===== config.mk =====
export PLATFORM = sky130hd
export DESIGN_NAME = acp_ctrl
export DESIGN_NICKNAME = d
export VERILOG_FILES = /design/src/core/acp_pkg.sv /design/src/core/acp_ctrl.sv
export SDC_FILE = /design/constraint.sdc
export NUM_CORES = 1
export LEC_CHECK = 0
export BUFFER_PORTS_ARGS = -buffer_cell sky130_fd_sc_hd__buf_4
export CAP_MARGIN = 20
export CORE_MARGIN = 2
export CORE_UTILIZATION = 40
export DETAILED_ROUTE_END_ITERATION = 7
export PLACE_DENSITY = 0.75
export SYNTH_ARGS = -nofsm -noshare
export SYNTH_HDL_FRONTEND = slang
export SYNTH_SLANG_ARGS = --single-unit

===== constraint.sdc =====
create_clock -name clk_i -period 2.3 [get_ports clk_i]
set_clock_uncertainty 0.15 [all_clocks]
set_input_delay 0 -clock clk_i [delete_from_list [all_inputs] [get_ports clk_i]]
set_output_delay 0 -clock clk_i [all_outputs]
set_load 0.005 [all_outputs]

===== src/core/acp_pkg.sv =====
/*
  Package for the converter configuration and analog pin-control block.
  Holds register offsets, field positions, reset values, encodings and
  the packed carriers shared by the design. Assumes an 8-bit register
  port with a read answer one cycle after the read strobe.
*/
package acp_pkg;

  // Register offsets on the plain register port.
  localparam logic [1:0] ACP_OFF_CFG = 2'h0;
  localparam logic [1:0] ACP_OFF_PIN_LO = 2'h1;
  localparam logic [1:0] ACP_OFF_PIN_HI = 2'h2;

  // Field positions inside the configuration register.
  localparam int ACP_LOW_POWER_BIT = 7;
  localparam int ACP_DIV_HI = 6;
  localparam int ACP_DIV_LO = 5;
  localparam int ACP_LONG_SAMPLE_BIT = 4;
  localparam int ACP_MODE_HI = 3;
  localparam int ACP_MODE_LO = 2;
  localparam int ACP_CLK_HI = 1;
  localparam int ACP_CLK_LO = 0;

  // Reset values; the bus clock is the default source after reset.
  localparam logic [7:0] ACP_CFG_RST = 8'h00;
  localparam logic [7:0] ACP_PIN_RST = 8'h00;
  localparam logic [7:0] ACP_UNMAPPED_RD = 8'h00;
  localparam int ACP_PINS = 16;
  localparam int ACP_PINS_PER_REG = 8;

  // Divider encodings and the matching counter terminal values.
  localparam logic [1:0] ACP_DIV_1 = 2'h0;
  localparam logic [1:0] ACP_DIV_2 = 2'h1;
  localparam logic [1:0] ACP_DIV_4 = 2'h2;
  localparam logic [1:0] ACP_DIV_8 = 2'h3;
  localparam logic [2:0] ACP_CNT_ONE = 3'h1;
  localparam logic [2:0] ACP_CNT_ZERO = 3'h0;
  localparam logic [2:0] ACP_TERM_DIV1 = 3'h1;
  localparam logic [2:0] ACP_TERM_DIV2 = 3'h2;
  localparam logic [2:0] ACP_TERM_DIV4 = 3'h4;
  // Divide by eight wraps the three-bit counter back to zero.
  localparam logic [2:0] ACP_TERM_DIV8 = 3'h0;

  // Resolution encodings.
  localparam logic [1:0] ACP_MODE_8BIT = 2'h0;
  localparam logic [1:0] ACP_MODE_10BIT = 2'h2;

  // Input clock source encodings.
  localparam logic [1:0] ACP_SRC_BUS = 2'h0;
  localparam logic [1:0] ACP_SRC_BUS_HALF = 2'h1;
  localparam logic [1:0] ACP_SRC_ALT = 2'h2;
  localparam logic [1:0] ACP_SRC_ASYNC = 2'h3;

  // Decoded converter settings handed to the converter core.
  typedef struct packed {
    logic low_power;
    logic long_sample;
    logic ten_bit;
    logic mode_reserved;
    logic [1:0] clock_source;
    logic [1:0] clock_divide;
  } acp_conv_s;

  // Per-pin controls handed to the port logic.
  typedef struct packed {
    logic [15:0] out_hiz;
    logic [15:0] in_disable;
    logic [15:0] pullup_disable;
  } acp_pin_s;

endpackage


===== src/core/acp_ctrl.sv =====
/*
  Converter configuration and analog pin-control registers.
  Holds the configuration register, the two pin-control registers,
  the converter clock selection and divider, and the per-pin overrides.
  Assumes a synchronous register master, an alternate clock and an
  internal asynchronous clock that arrive as ordinary sampled levels.
*/
// Function
// Configuration bit 7 picks high speed at 0 and low power at 1.
// Bits 6:5 divide the chosen input clock by 1, 2, 4 or 8.
// Configuration bit 4 chooses between short and long sampling.
// A sample-time bit of 0 means short sampling and 1 means long.
// Bits 3:2 give 8-bit at 00 and 10-bit at 10, with 01 and 11 reserved.
// Bits 1:0 select bus, halved bus, alternate or internal async clock.
// A pin-control bit of 1 takes the pin from the port for analog use.
// First pin-control register bits 0 to 7 map to channels 0 to 7.
// Second pin-control register bits 0 to 7 map to channels 8 to 15.
// A set pin bit forces output high impedance, input off, pullup off.
module acp_ctrl (
  // Clock and reset.
  input wire logic clk_i,
  input wire logic nrst_i,
  // Register port.
  input wire logic [1:0] addr_i,
  input wire logic [7:0] wdata_i,
  input wire logic wr_i,
  input wire logic rd_i,
  output logic [7:0] rdata_o,
  // Clock sources.
  input wire logic alternate_clock_i,
  input wire logic internal_async_clock_i,
  // Converter side.
  output logic converter_clock_o,
  output acp_pkg::acp_conv_s conv_o,
  // Pin side.
  output acp_pkg::acp_pin_s pin_o
);

  logic [7:0] cfg_ff;
  logic [7:0] pin_lo_ff;
  logic [7:0] pin_hi_ff;
  logic [7:0] rdata_ff;
  logic half_ff;
  logic bus_ph_ff;
  logic src_clk;
  logic src_prev_ff;
  logic [2:0] div_cnt_ff;
  logic [2:0] nxt_div_cnt;
  logic [2:0] div_term;
  logic conv_clk_ff;
  logic [15:0] analog_sel;

  // Software-written configuration register.
  always_ff @(posedge clk_i or negedge nrst_i)
  begin
    if (!nrst_i)
      cfg_ff <= acp_pkg::ACP_CFG_RST;
    else if (wr_i && addr_i == acp_pkg::ACP_OFF_CFG)
      cfg_ff <= wdata_i;
  end

  // Pin-control registers; reset leaves every pin under port control.
  always_ff @(posedge clk_i or negedge nrst_i)
  begin
    if (!nrst_i)
    begin
      pin_lo_ff <= acp_pkg::ACP_PIN_RST;
      pin_hi_ff <= acp_pkg::ACP_PIN_RST;
    end
    else if (wr_i)
    begin
      if (addr_i == acp_pkg::ACP_OFF_PIN_LO)
        pin_lo_ff <= wdata_i;
      if (addr_i == acp_pkg::ACP_OFF_PIN_HI)
        pin_hi_ff <= wdata_i;
    end
  end

  // Read data stands only in the cycle after the strobe; unmapped reads zero.
  always_ff @(posedge clk_i or negedge nrst_i)
  begin
    if (!nrst_i)
      rdata_ff <= acp_pkg::ACP_UNMAPPED_RD;
    else if (rd_i)
    begin
      unique case (addr_i)
        acp_pkg::ACP_OFF_CFG: rdata_ff <= cfg_ff;
        acp_pkg::ACP_OFF_PIN_LO: rdata_ff <= pin_lo_ff;
        acp_pkg::ACP_OFF_PIN_HI: rdata_ff <= pin_hi_ff;
        default: rdata_ff <= acp_pkg::ACP_UNMAPPED_RD;
      endcase
    end
    else
      rdata_ff <= acp_pkg::ACP_UNMAPPED_RD;
  end
  assign rdata_o = rdata_ff;

  // Decoded settings; the mode flag warns the core of a reserved encoding.
  always_comb
  begin
    conv_o.low_power = cfg_ff[acp_pkg::ACP_LOW_POWER_BIT];
    conv_o.long_sample = cfg_ff[acp_pkg::ACP_LONG_SAMPLE_BIT];
    conv_o.ten_bit = (cfg_ff[acp_pkg::ACP_MODE_HI:acp_pkg::ACP_MODE_LO]
                      == acp_pkg::ACP_MODE_10BIT);
    conv_o.mode_reserved = (cfg_ff[acp_pkg::ACP_MODE_HI:acp_pkg::ACP_MODE_LO]
                            != acp_pkg::ACP_MODE_8BIT) && !conv_o.ten_bit;
    conv_o.clock_source = cfg_ff[acp_pkg::ACP_CLK_HI:acp_pkg::ACP_CLK_LO];
    conv_o.clock_divide = cfg_ff[acp_pkg::ACP_DIV_HI:acp_pkg::ACP_DIV_LO];
  end

  // Bus-rate phase and the halved bus clock, which changes on every second phase.
  // The bus clock itself changes level each cycle, so the half rate needs two cycles.
  always_ff @(posedge clk_i or negedge nrst_i)
  begin
    if (!nrst_i)
    begin
      bus_ph_ff <= 1'b0;
      half_ff <= 1'b0;
    end
    else
    begin
      bus_ph_ff <= ~bus_ph_ff;
      half_ff <= half_ff ^ bus_ph_ff;
    end
  end

  // Source select; the bus clock itself is modelled as a level toggling every cycle.
  always_comb
  begin
    unique case (conv_o.clock_source)
      acp_pkg::ACP_SRC_BUS: src_clk = ~src_prev_ff;
      acp_pkg::ACP_SRC_BUS_HALF: src_clk = half_ff;
      acp_pkg::ACP_SRC_ALT: src_clk = alternate_clock_i;
      acp_pkg::ACP_SRC_ASYNC: src_clk = internal_async_clock_i;
    endcase
  end

  // Edge history of the selected source level.
  always_ff @(posedge clk_i or negedge nrst_i)
  begin
    if (!nrst_i)
      src_prev_ff <= 1'b0;
    else
      src_prev_ff <= src_clk;
  end

  // Divider counts source edges; the output toggles every ratio source edges.
  // Sampling the sources limits the result to half the bus rate.
  // A divide change in mid-count may stretch one phase of the output once.
  always_comb
  begin
    unique case (conv_o.clock_divide)
      acp_pkg::ACP_DIV_1: div_term = acp_pkg::ACP_TERM_DIV1;
      acp_pkg::ACP_DIV_2: div_term = acp_pkg::ACP_TERM_DIV2;
      acp_pkg::ACP_DIV_4: div_term = acp_pkg::ACP_TERM_DIV4;
      acp_pkg::ACP_DIV_8: div_term = acp_pkg::ACP_TERM_DIV8;
    endcase
    nxt_div_cnt = div_cnt_ff + acp_pkg::ACP_CNT_ONE;
  end

  // Any source edge advances the counter; terminal count toggles the output.
  always_ff @(posedge clk_i or negedge nrst_i)
  begin
    if (!nrst_i)
    begin
      div_cnt_ff <= acp_pkg::ACP_CNT_ZERO;
      conv_clk_ff <= 1'b0;
    end
    else if (src_clk != src_prev_ff)
    begin
      if (nxt_div_cnt == div_term || conv_o.clock_divide == acp_pkg::ACP_DIV_1)
      begin
        div_cnt_ff <= acp_pkg::ACP_CNT_ZERO;
        conv_clk_ff <= ~conv_clk_ff;
      end
      else
        div_cnt_ff <= nxt_div_cnt;
    end
  end
  assign converter_clock_o = conv_clk_ff;

  // One pin override per channel, each bit mapped straight across.
  assign analog_sel = {pin_hi_ff, pin_lo_ff};
  generate
    for (genvar i = 0; i < acp_pkg::ACP_PINS; i++)
    begin : g_pin
      assign pin_o.out_hiz[i] = analog_sel[i];
      assign pin_o.in_disable[i] = analog_sel[i];
      assign pin_o.pullup_disable[i] = analog_sel[i];
    end
  endgenerate

  a_pin_hiz_map: assert property (@(posedge clk_i) disable iff (!nrst_i)
    wr_i && addr_i == acp_pkg::ACP_OFF_PIN_LO |=> pin_o.out_hiz[7:0] == $past(wdata_i))
    else $error("Low pin bank did not follow write.");
  a_pin_high_map: assert property (@(posedge clk_i) disable iff (!nrst_i)
    wr_i && addr_i == acp_pkg::ACP_OFF_PIN_HI |=> pin_o.in_disable[15:8] == $past(wdata_i))
    else $error("High pin bank did not follow write.");
  a_low_power_sel: assert property (@(posedge clk_i) disable iff (!nrst_i)
    wr_i && addr_i == acp_pkg::ACP_OFF_CFG |=> conv_o.low_power == $past(wdata_i[7]))
    else $error("Low power select mismatch.");
  a_sample_sel: assert property (@(posedge clk_i) disable iff (!nrst_i)
    wr_i && addr_i == acp_pkg::ACP_OFF_CFG |=> conv_o.long_sample == $past(wdata_i[4]))
    else $error("Sample select mismatch.");
  a_mode_ten: assert property (@(posedge clk_i) disable iff (!nrst_i)
    wr_i && addr_i == acp_pkg::ACP_OFF_CFG && wdata_i[3:2] == 2'h2 |=> conv_o.ten_bit)
    else $error("Ten bit mode not selected.");
  a_mode_eight: assert property (@(posedge clk_i) disable iff (!nrst_i)
    wr_i && addr_i == acp_pkg::ACP_OFF_CFG && wdata_i[3:2] == 2'h0
    |=> !conv_o.ten_bit && !conv_o.mode_reserved)
    else $error("Eight bit mode not selected.");
  a_src_sel: assert property (@(posedge clk_i) disable iff (!nrst_i)
    wr_i && addr_i == acp_pkg::ACP_OFF_CFG |=> conv_o.clock_source == $past(wdata_i[1:0]))
    else $error("Clock source mismatch.");
  a_div_one: assert property (@(posedge clk_i) disable iff (!nrst_i)
    conv_o.clock_source == acp_pkg::ACP_SRC_BUS && conv_o.clock_divide == acp_pkg::ACP_DIV_1
    && $stable(conv_o.clock_divide) && $stable(conv_o.clock_source)
    |=> conv_clk_ff != $past(conv_clk_ff))
    else $error("Divide by one did not toggle.");
  // The halved source must hold each level for two bus cycles.
  a_half_rate: assert property (@(posedge clk_i) disable iff (!nrst_i)
    $changed(half_ff) |=> $stable(half_ff))
    else $error("Halved bus clock changed on consecutive cycles.");
  a_read_back: assert property (@(posedge clk_i) disable iff (!nrst_i)
    rd_i && addr_i == acp_pkg::ACP_OFF_PIN_LO && !wr_i |=> rdata_o == pin_o.pullup_disable[7:0])
    else $error("Pin register read back mismatch.");

endmodule


* Word level (Yosys, flattened, before mapping)
Cells that the tools add are included.
Cells by class: bitwise gates (word level) 4, add/sub/neg operators 1, muxes and demuxes 5, eq/ne operators 11, reduce and logical (&&, ||, !) cells 11
Operators with widths (count):
- one-hot mux 8 bit (3 select lines) | 1
- == test 2 bit, second input constant | 6
- one-hot mux 3 bit (4 select lines) | 1
- 2-to-1 mux 8 bit | 1
- == test 2 x 1 -> 1 bit, second input constant | 3
- zero test 2 bit | 3
- AND reduction 2 bit | 3
- one-hot mux 1 bit (4 select lines) | 1
- adder 3 x 1 -> 3 bit, second input constant | 1
- == test 3 bit | 1
- 2-to-1 mux 3 bit | 1
- inverter 1 bit | 3
- logical AND 1 bit | 2
- nonzero test 2 bit | 1
- zero test 1 bit | 1
- logical OR 1 bit | 1
- != test 1 bit | 1
- XOR 1 bit | 1
Word-level totals: register bits 39, output and inout port bits 65, input bits 16

* Depth between registers and ports, before layout
Gate-level depths: netlist (run 1).
word-level depth 5, gate-level depth with buffers 6

* Worst setup path after synthesis (run 1)
OpenSTA, ideal clock, no wires.
path type register to register, start register div_cnt_ff[0], end register div_cnt_ff[0], buffers on the path 0, data arrival time 1.400 ns, path slack 0.626 ns, stages on the path, launching flop included 7, library setup time 0.125 ns, cells stage by stage dfrtp_1 -> ha_1 -> xnor2_1 -> nand2b_1 -> and4_1 -> nor2_1 -> mux2_2
On the way: word-level cells in the longest chain between the ends 4
Ends and longest elaborated chain:
- from (decl) | line acp_ctrl.sv:47 | logic [2:0] div_cnt_ff;
- from (signal assigned) | line acp_ctrl.sv:166 | div_cnt_ff <= acp_pkg::ACP_CNT_ZERO;
- from (signal assigned) | line acp_ctrl.sv:173 | div_cnt_ff <= acp_pkg::ACP_CNT_ZERO;
- from (signal assigned) | line acp_ctrl.sv:177 | div_cnt_ff <= nxt_div_cnt;
- adder 3 x 1 -> 3 bit * | line acp_ctrl.sv:158 | nxt_div_cnt = div_cnt_ff + acp_pkg::ACP_CNT_ONE;
- == test 3 bit | line acp_ctrl.sv:171 | if (nxt_div_cnt == div_term || conv_o.clock_divide == acp_pkg::ACP_DIV_1)
- logical OR 1 bit | line acp_ctrl.sv:171
- 2-to-1 mux 3 bit * | line acp_ctrl.sv:171
Every way passes the cells marked *; elsewhere a longest branch is shown, timed or not. A chain may end at the register's enable or synchronous reset.

* Final worst setup path (run 1)
start input addr_i[1], end register pin_hi_ff[7]
On the way: word-level cells in the longest chain between the ends 2
Ends and longest elaborated chain:
- from (decl) | line acp_ctrl.sv:24 | input wire logic [1:0] addr_i,
- == test 2 bit | line acp_ctrl.sv:74 | if (addr_i == acp_pkg::ACP_OFF_PIN_HI)
- AND reduction 2 bit (no line)
- to (signal assigned) | line acp_ctrl.sv:68 | pin_hi_ff <= acp_pkg::ACP_PIN_RST;
- to (signal assigned) | line acp_ctrl.sv:75 | pin_hi_ff <= wdata_i;
- to (decl) | line acp_ctrl.sv:41 | logic [7:0] pin_hi_ff;
No other way between the ends.

==> out/results.ini, run 1 <==
[sta]
final-hold-violation-count=0
slew_violations=0
setup_viol=0
slew_headroom_pct=61.6
tightest_slew_ns=0.574
hold_ws_ns=0.0721
rsz0062_at_grt=false
finalCriticalPeriod_ns=1.94
fin_ws_ns=0.364
setup_tns_ns=0
post-route-period-util_pct=84.2
max_freq_mhz=516

[cells_and_area]
area_growth_pct=29.5
fin_nets=245
drive_gt1_share_pct=50.9
finalInstanceArea_mm2=0.00262
diodes=0
final_cell_mix=buf_4, dfrtp_1, mux2_2
instances_no_fill=295
utilization_pct=54.7
mostFrequentLayoutCell=buf_4

[detailed_routing]
drc=0
post_drt_wl_per_cell_um=14.3
drtAntennaViolNets=0
firstDrtPassIters=4
drtIter0Drc=63
drt-total-wl_um=4210
via_count=1385
vias_per_cell=4.69

[floorplan]
die_h_um=75.1
core_mm2=0.00479
pin_count=81
start_util_pct=42.2
die_w_um=75.1
num_rows=25
die_area_mm2=0.00564

[clock_tree]
cts_root_buffer=clkbuf_8
htree_levels=2
clk_latency_ns=0.29
cts_buffers=5
clkSinkCount=39
cts.clk_slew.worst_paths_ns=0.07
clk_path_buf_depth=2
cts_tree=built

[setup_path]
critical_path_class=in -> reg
required_ns=2.32
reg2reg_depth=2
r2r-end=src_prev_ff
reg2reg_from=cfg_ff[0]
path_max_fanout=11
cp-end-kind=register
cp.arrival_ns=1.96
r2r_slack_ns=0.49
start_kind=input pin

[placement]
dpl_worst_slack_ns=0.528
io_buffer_count=80
dp_cells=275
place_area_mm2=0.00240
place.gp.congestion=0.682
hpwl_um=3120

[worst_hold_path]
hold_path_class=in -> async

[global_routing]
antenna_found_initial=0
grt_pass1_vias=1370
grt_max_degree=40
grt_pass1_wl_um=6760
grt-ovfl-total=0
track_usage_pct=16.3

[synth]
synth_cell_type_count=27
yosys_warnings=0
ys_ff_latch=39
synth.cell_area_mm2=0.00202
syn_nets=187
seq_area_frac_synth_pct=48.3
avgSynthCellArea_um2=11.9
syn_inst=170

[flow_run]
drv_cap=0

[status]
status=finished clean

[power]
irDropWorstVdd_mv=0.370
p_per_area_mw_per_mm2=841
total_leakage_power_nw=1.29
finalPower_mw=2.20

## how the worst max path moves through the flow
stage | startpoint | end | slack (ns)
6_report | addr_i[1] | pin_hi_ff[7] | 0.36
5_1_grt | addr_i[1] | pin_hi_ff[6] | 0.25
4_1_cts | addr_i[1] | pin_hi_ff[7] | 0.40
3_5_place_dp | div_cnt_ff[0] | div_cnt_ff[0] | 0.53
3_3_place_gp | div_cnt_ff[0] | div_cnt_ff[0] | 0.55
2_1_floorplan | div_cnt_ff[0] | div_cnt_ff[0] | 0.63
## logic make-up (layout without fill, tap and decap cells)
kind of cell               after synthesis  in the layout  share of synthesized area (%)
adders and majority gates                1              1                          0.619
xor gates and xnor gates                 6              6                           2.60
AOI/OAI and AO/OA                       13             13                           3.90
DFF                                     39             39                           48.3
buffers and inverters                   45            103                           15.7
muxes                                   35             35                           19.5
and+or+nand+nor                         31             31                           9.41
## state kept, by name, indices dropped and copies added, names as in the netlist
signal             cells
bus_ph_ff              1
pin_hi_ff              8
cfg_ff                 8
div_cnt_ff             3
rdata_o                8
converter_clock_o      1
half_ff                1
src_prev_ff            1
pin_lo_ff              8
## synthesized netlist by cell type
| cell type | instances | area [µm²] |
|---|---|---|
| ha_1 | 1 | 12.5 |
| nor2_1 | 2 | 7.51 |
| nor3b_2 | 1 | 12.5 |
| o21bai_1 | 1 | 7.51 |
| and4_1 | 1 | 8.76 |
| clkbuf_1 | 1 | 3.75 |
| inv_1 | 3 | 11.3 |
| nand3b_1 | 3 | 22.5 |
| mux4_2 | 1 | 22.5 |
| buf_4 | 39 | 293 |
| and2b_1 | 1 | 7.51 |
| a21o_1 | 1 | 7.51 |
| nand2_1 | 10 | 37.5 |
| buf_2 | 2 | 10.0 |
| xnor2_1 | 1 | 8.76 |
| nand4_1 | 1 | 6.26 |
| dfrtp_1 | 39 | 976 |
| a22o_2 | 1 | 10.0 |
| nor2b_1 | 2 | 12.5 |
| xor2_1 | 5 | 43.8 |
| mux2i_1 | 9 | 90.1 |
| and2_1 | 8 | 50.1 |
| nor3b_4 | 1 | 18.8 |
| a22o_1 | 1 | 8.76 |
| mux2_2 | 25 | 282 |
| o21ai_0 | 9 | 45.0 |
| nand2b_1 | 1 | 6.26 |
## worst max-delay path: stages
cell	delay, ns
dlygate4sd3_1	0.54
buf_4	0.18
nor2b_1	0.50
nand2_1	0.38
mux2_2	0.36
## routing by layer
metal  wire length [µm]  track usage, %
met1               1880            21.6
met2               2000            25.9
met3                267            3.61
met4                 56            6.55
met5                  0               0
## final cells by class
class                      instances  area (µm²)
sequential                        39         976
multi-input combinational         86         728
fill                             432        2170
clock buffer                       6        82.6
clock inverter                     1        5.00
tap                               67        83.8
inverter                           3        11.3
timing repair buffer              93         731
## power breakdown
group          leakage (nW)  switching, mW  internal [mW]
Clock                0.0470          0.215          0.235
Combinational         0.763          0.281          0.496
Sequential            0.477          0.152          0.822
## repair_timing
| action | 4_1_cts | 5_1_grt |
|---|---|---|
| buffers inserted | 0 | 0 |
| resized for setup | 0 | 0 |
| hold buffers | 13 | 0 |
| endpoints found under the hold margin | 72 | 0 |
Power figures use the tool's default switching activity.
==> run 2, diff against run 1 <==
--- a/config.mk
+++ b/config.mk
@@ -5,12 +5,13 @@
 export SDC_FILE = /design/constraint.sdc
 export NUM_CORES = 1
 export LEC_CHECK = 0
+export ABC_AREA = 1
 export BUFFER_PORTS_ARGS = -buffer_cell sky130_fd_sc_hd__buf_4
 export CAP_MARGIN = 20
 export CORE_MARGIN = 2
 export CORE_UTILIZATION = 40
 export DETAILED_ROUTE_END_ITERATION = 7
-export PLACE_DENSITY = 0.75
+export PLACE_DENSITY = 0.77
 export SYNTH_ARGS = -nofsm -noshare
 export SYNTH_HDL_FRONTEND = slang
 export SYNTH_SLANG_ARGS = --single-unit
==> constraint.sdc (replaced) <==
create_clock -name clk_i -period 1.7 [get_ports clk_i]
set_clock_uncertainty 0.15 [all_clocks]
set_input_delay 0 -clock clk_i [delete_from_list [all_inputs] [get_ports clk_i]]
set_output_delay 0 -clock clk_i [all_outputs]
set_load 0.005 [all_outputs]
==> run 2 against run 1 <==
Against the previous run:
- hold slack lost 0.072 ns
- die area grew 2.6%
- flip-flop and latch count is the same
- sequential power grew 28%
- sequential share of layout area shrank 0.63 points
- wire length grew 4.0%
- worst setup slack lost 0.25 ns
- final cell count grew 25%
- clock power grew 38%
- first-iteration DRC count grew 17%
- critical path type is now reg -> reg
- critical endpoint is now src_prev_ff
- highest routed layer unchanged
==> out/results.ini, run 2 <==
[cells_and_area]
diodes=0
fillers=488
drive_gt1_share_pct=39.3
area_growth_pct=28.1
instances_no_fill=368
final_cell_mix=buf_4, nand2_1, dfrtp_1
mostFrequentLayoutCell=buf_4
fin_nets=315

[placement]
place.gp.congestion=0.789
io_buffer_count=80
dp_cells=348
hpwl_um=3050

[power]
netSwitchingFraction_pct=31.9
irDropWorstVdd_mv=0.434
switchingPower_uw=892
p_per_area_mw_per_mm2=1050
total_leakage_power_nw=1.47
p_comb_share_pct=33.0
p_int_mw=1.90
clockPowerShare_pct=22.2
pwr-share-seq_pct=44.8

[detailed_routing]
drt-total-wl_um=4380
via_count=1657
drtIter0Drc=74
drc=0
drtAntennaViolNets=0
vias_per_cell=4.50
firstDrtPassIters=4
post_drt_wl_per_cell_um=11.9

[clock_tree]
cts.clk_slew.worst_paths_ns=0.07
clk_latency_ns=0.28
cts_tree=built
cts_resized=0
clk_path_buf_depth=2
htree_levels=2
cts_buffers=5
clkSinkCount=39
cts_root_buffer=clkbuf_8

[global_routing]
grt_pass1_vias=1490
track_usage_pct=15.1
grt_pass1_wl_um=6940
grt_max_degree=40
grt-ovfl-total=0
antenna_found_initial=0

[synth]
yosysTopAreaCellShare_pct=47.0
synth.largest_area_cell=dfrtp_1
synth_cell_type_count=19
synth.cell_area_mm2=0.00208
syn_inst=241
ys_ff_latch=39
post-synth-top-count-cell=nand2_1
ys.flop_type=dfrtp_1
yosys_warnings=0
seq_area_frac_synth_pct=47.0
syn_nets=258
synth-async-reset-ratio_pct=100
synth_area_leaders=dfrtp_1, buf_4, nand2_1, o21ai_2, inv_1
synth_edf_count=0
synth_common_cells=nand2_1, dfrtp_1, buf_4, inv_1, o21ai_2
avgSynthCellArea_um2=8.62

[setup_path]
worstPathCellList=inv_2, nand2_1, nand3_1, nand2_1, dlygate4sd3_1, inv_1
cp.arrival_ns=1.63
crit_top_cell=nand2_1
critical_path_class=reg -> reg
start_kind=register
cp-end-kind=register
critical-path-max-stage-delay_ns=0.56
required_ns=1.74
path_max_fanout=6
critPathSlowestCell=dlygate4sd3_1

[floorplan]
die_h_um=76.1
core_mm2=0.00507
die_area_mm2=0.00579
die_w_um=76.1
start_util_pct=41.0
pin_count=81
num_rows=26

[sta]
slew_violations=0
setup_viol=0
slew_headroom_pct=67.1
rsz0062_at_grt=false
setup_tns_ns=0
max_freq_mhz=628
post-route-period-util_pct=93.6
final-hold-violation-count=0
finalCriticalPeriod_ns=1.59
tightest_slew_ns=0.494

[flow_run]
drv_cap=0

[status]
status=finished clean

[worst_hold_path]
hold_path_class=in -> reg

-- run 2: changes by cell type in the layout (fill, tap and decap cells not counted), moves of 11 or more --
cell     change
inv_1       +25
mux2_2      -25
nand2_1     +59
nand3_1     +14
o21ai_1     +11
o21ai_2     +16
-- run 2: kinds of logic (layout without fill, tap and decap cells) --
group | count (synthesis) | in the layout | synth area share, %
simple gates | 96 | 96 | 20.8
buf+inv | 74 | 131 | 21.1
flops | 39 | 39 | 47.0
compound gates | 30 | 30 | 10.1
fa+ha+maj | 1 | 1 | 0.602
xor+xnor | 1 | 1 | 0.422
-- run 2: per-layer routing --
metal / share of wire (%) / vias to the layer above / GRT usage [%]
met3: 6.1 / 10 / 4.27
li1: - / 820 / -
met1: 42 / 761 / 16.8
met4: 2.4 / 0 / 6.73
met2: 50 / 66 / 27.1
met5: 0 / - / 0
-- run 2: path summary, 6_finish.rpt --
kind | cells after the start | from | slack [ns] | endpoint
hold reg to reg | 1 | bus_ph_ff | 0.29 | bus_ph_ff
min in group asynchronous | 2 | nrst_i | 0.07 | bus_ph_ff
max in group asynchronous | 2 | nrst_i | 0.98 | cfg_ff[1]
setup reg to reg | 6 | cfg_ff[0] | 0.11 | src_prev_ff
hold / removal | 6 | addr_i[0] | 0.0002 | rdata_o[0]
setup / recovery | 6 | cfg_ff[0] | 0.11 | src_prev_ff
-- run 2: cell type report --
| type | instances | area, µm² | share of cell area [%] |
|---|---|---|---|
| clock buffers | 6 | 82.6 | 3.10 |
| clock inverters | 1 | 5.00 | 0.188 |
| inverters | 31 | 116 | 4.37 |
| multi-input cells | 128 | 664 | 25.0 |
| flip-flops and latches | 39 | 976 | 36.7 |
| well taps | 70 | 87.6 | 3.29 |
| repair buffers | 93 | 731 | 27.4 |
-- run 2: timing repair --
action                                  CTS  global route
endpoints found under the hold margin    72             0
buffers inserted                          0             0
endpoints found under the setup margin    0             0
hold buffers                             13             0
-- run 2: power by group through the flow --
stage	sequential (mW)	combinational [mW]	clock [mW]
after floorplan	1.24	0.617	0
after global placement	1.26	0.868	0
after detailed placement	1.27	0.897	0
after CTS	1.25	0.933	0.640
after global routing	1.29	1.03	0.679
final	1.25	0.922	0.622
-- run 2: critical path, delay by kind of cell, from the launching register on --
family / cells / cell delay (ns)
buf+inv: 3 / 0.66
simple gates: 3 / 0.24
flops: 1 / 0.45
-- run 2: metrics by stage --
stage	area (µm²)	power (mW)	hold slack (ns)	setup WS, ns	utilization [%]
2_1_floorplan	2080	1.86	-0.446	0.287	-
3_3_place_gp	2440	2.13	-0.150	0.235	48.2
3_5_place_dp	2440	2.17	-0.150	0.154	48.2
4_1_cts	2660	2.83	0.000893	0.124	52.5
5_1_grt	2660	2.99	0.0241	0.00103	52.5
6_report	2660	2.80	0.000231	0.109	52.5
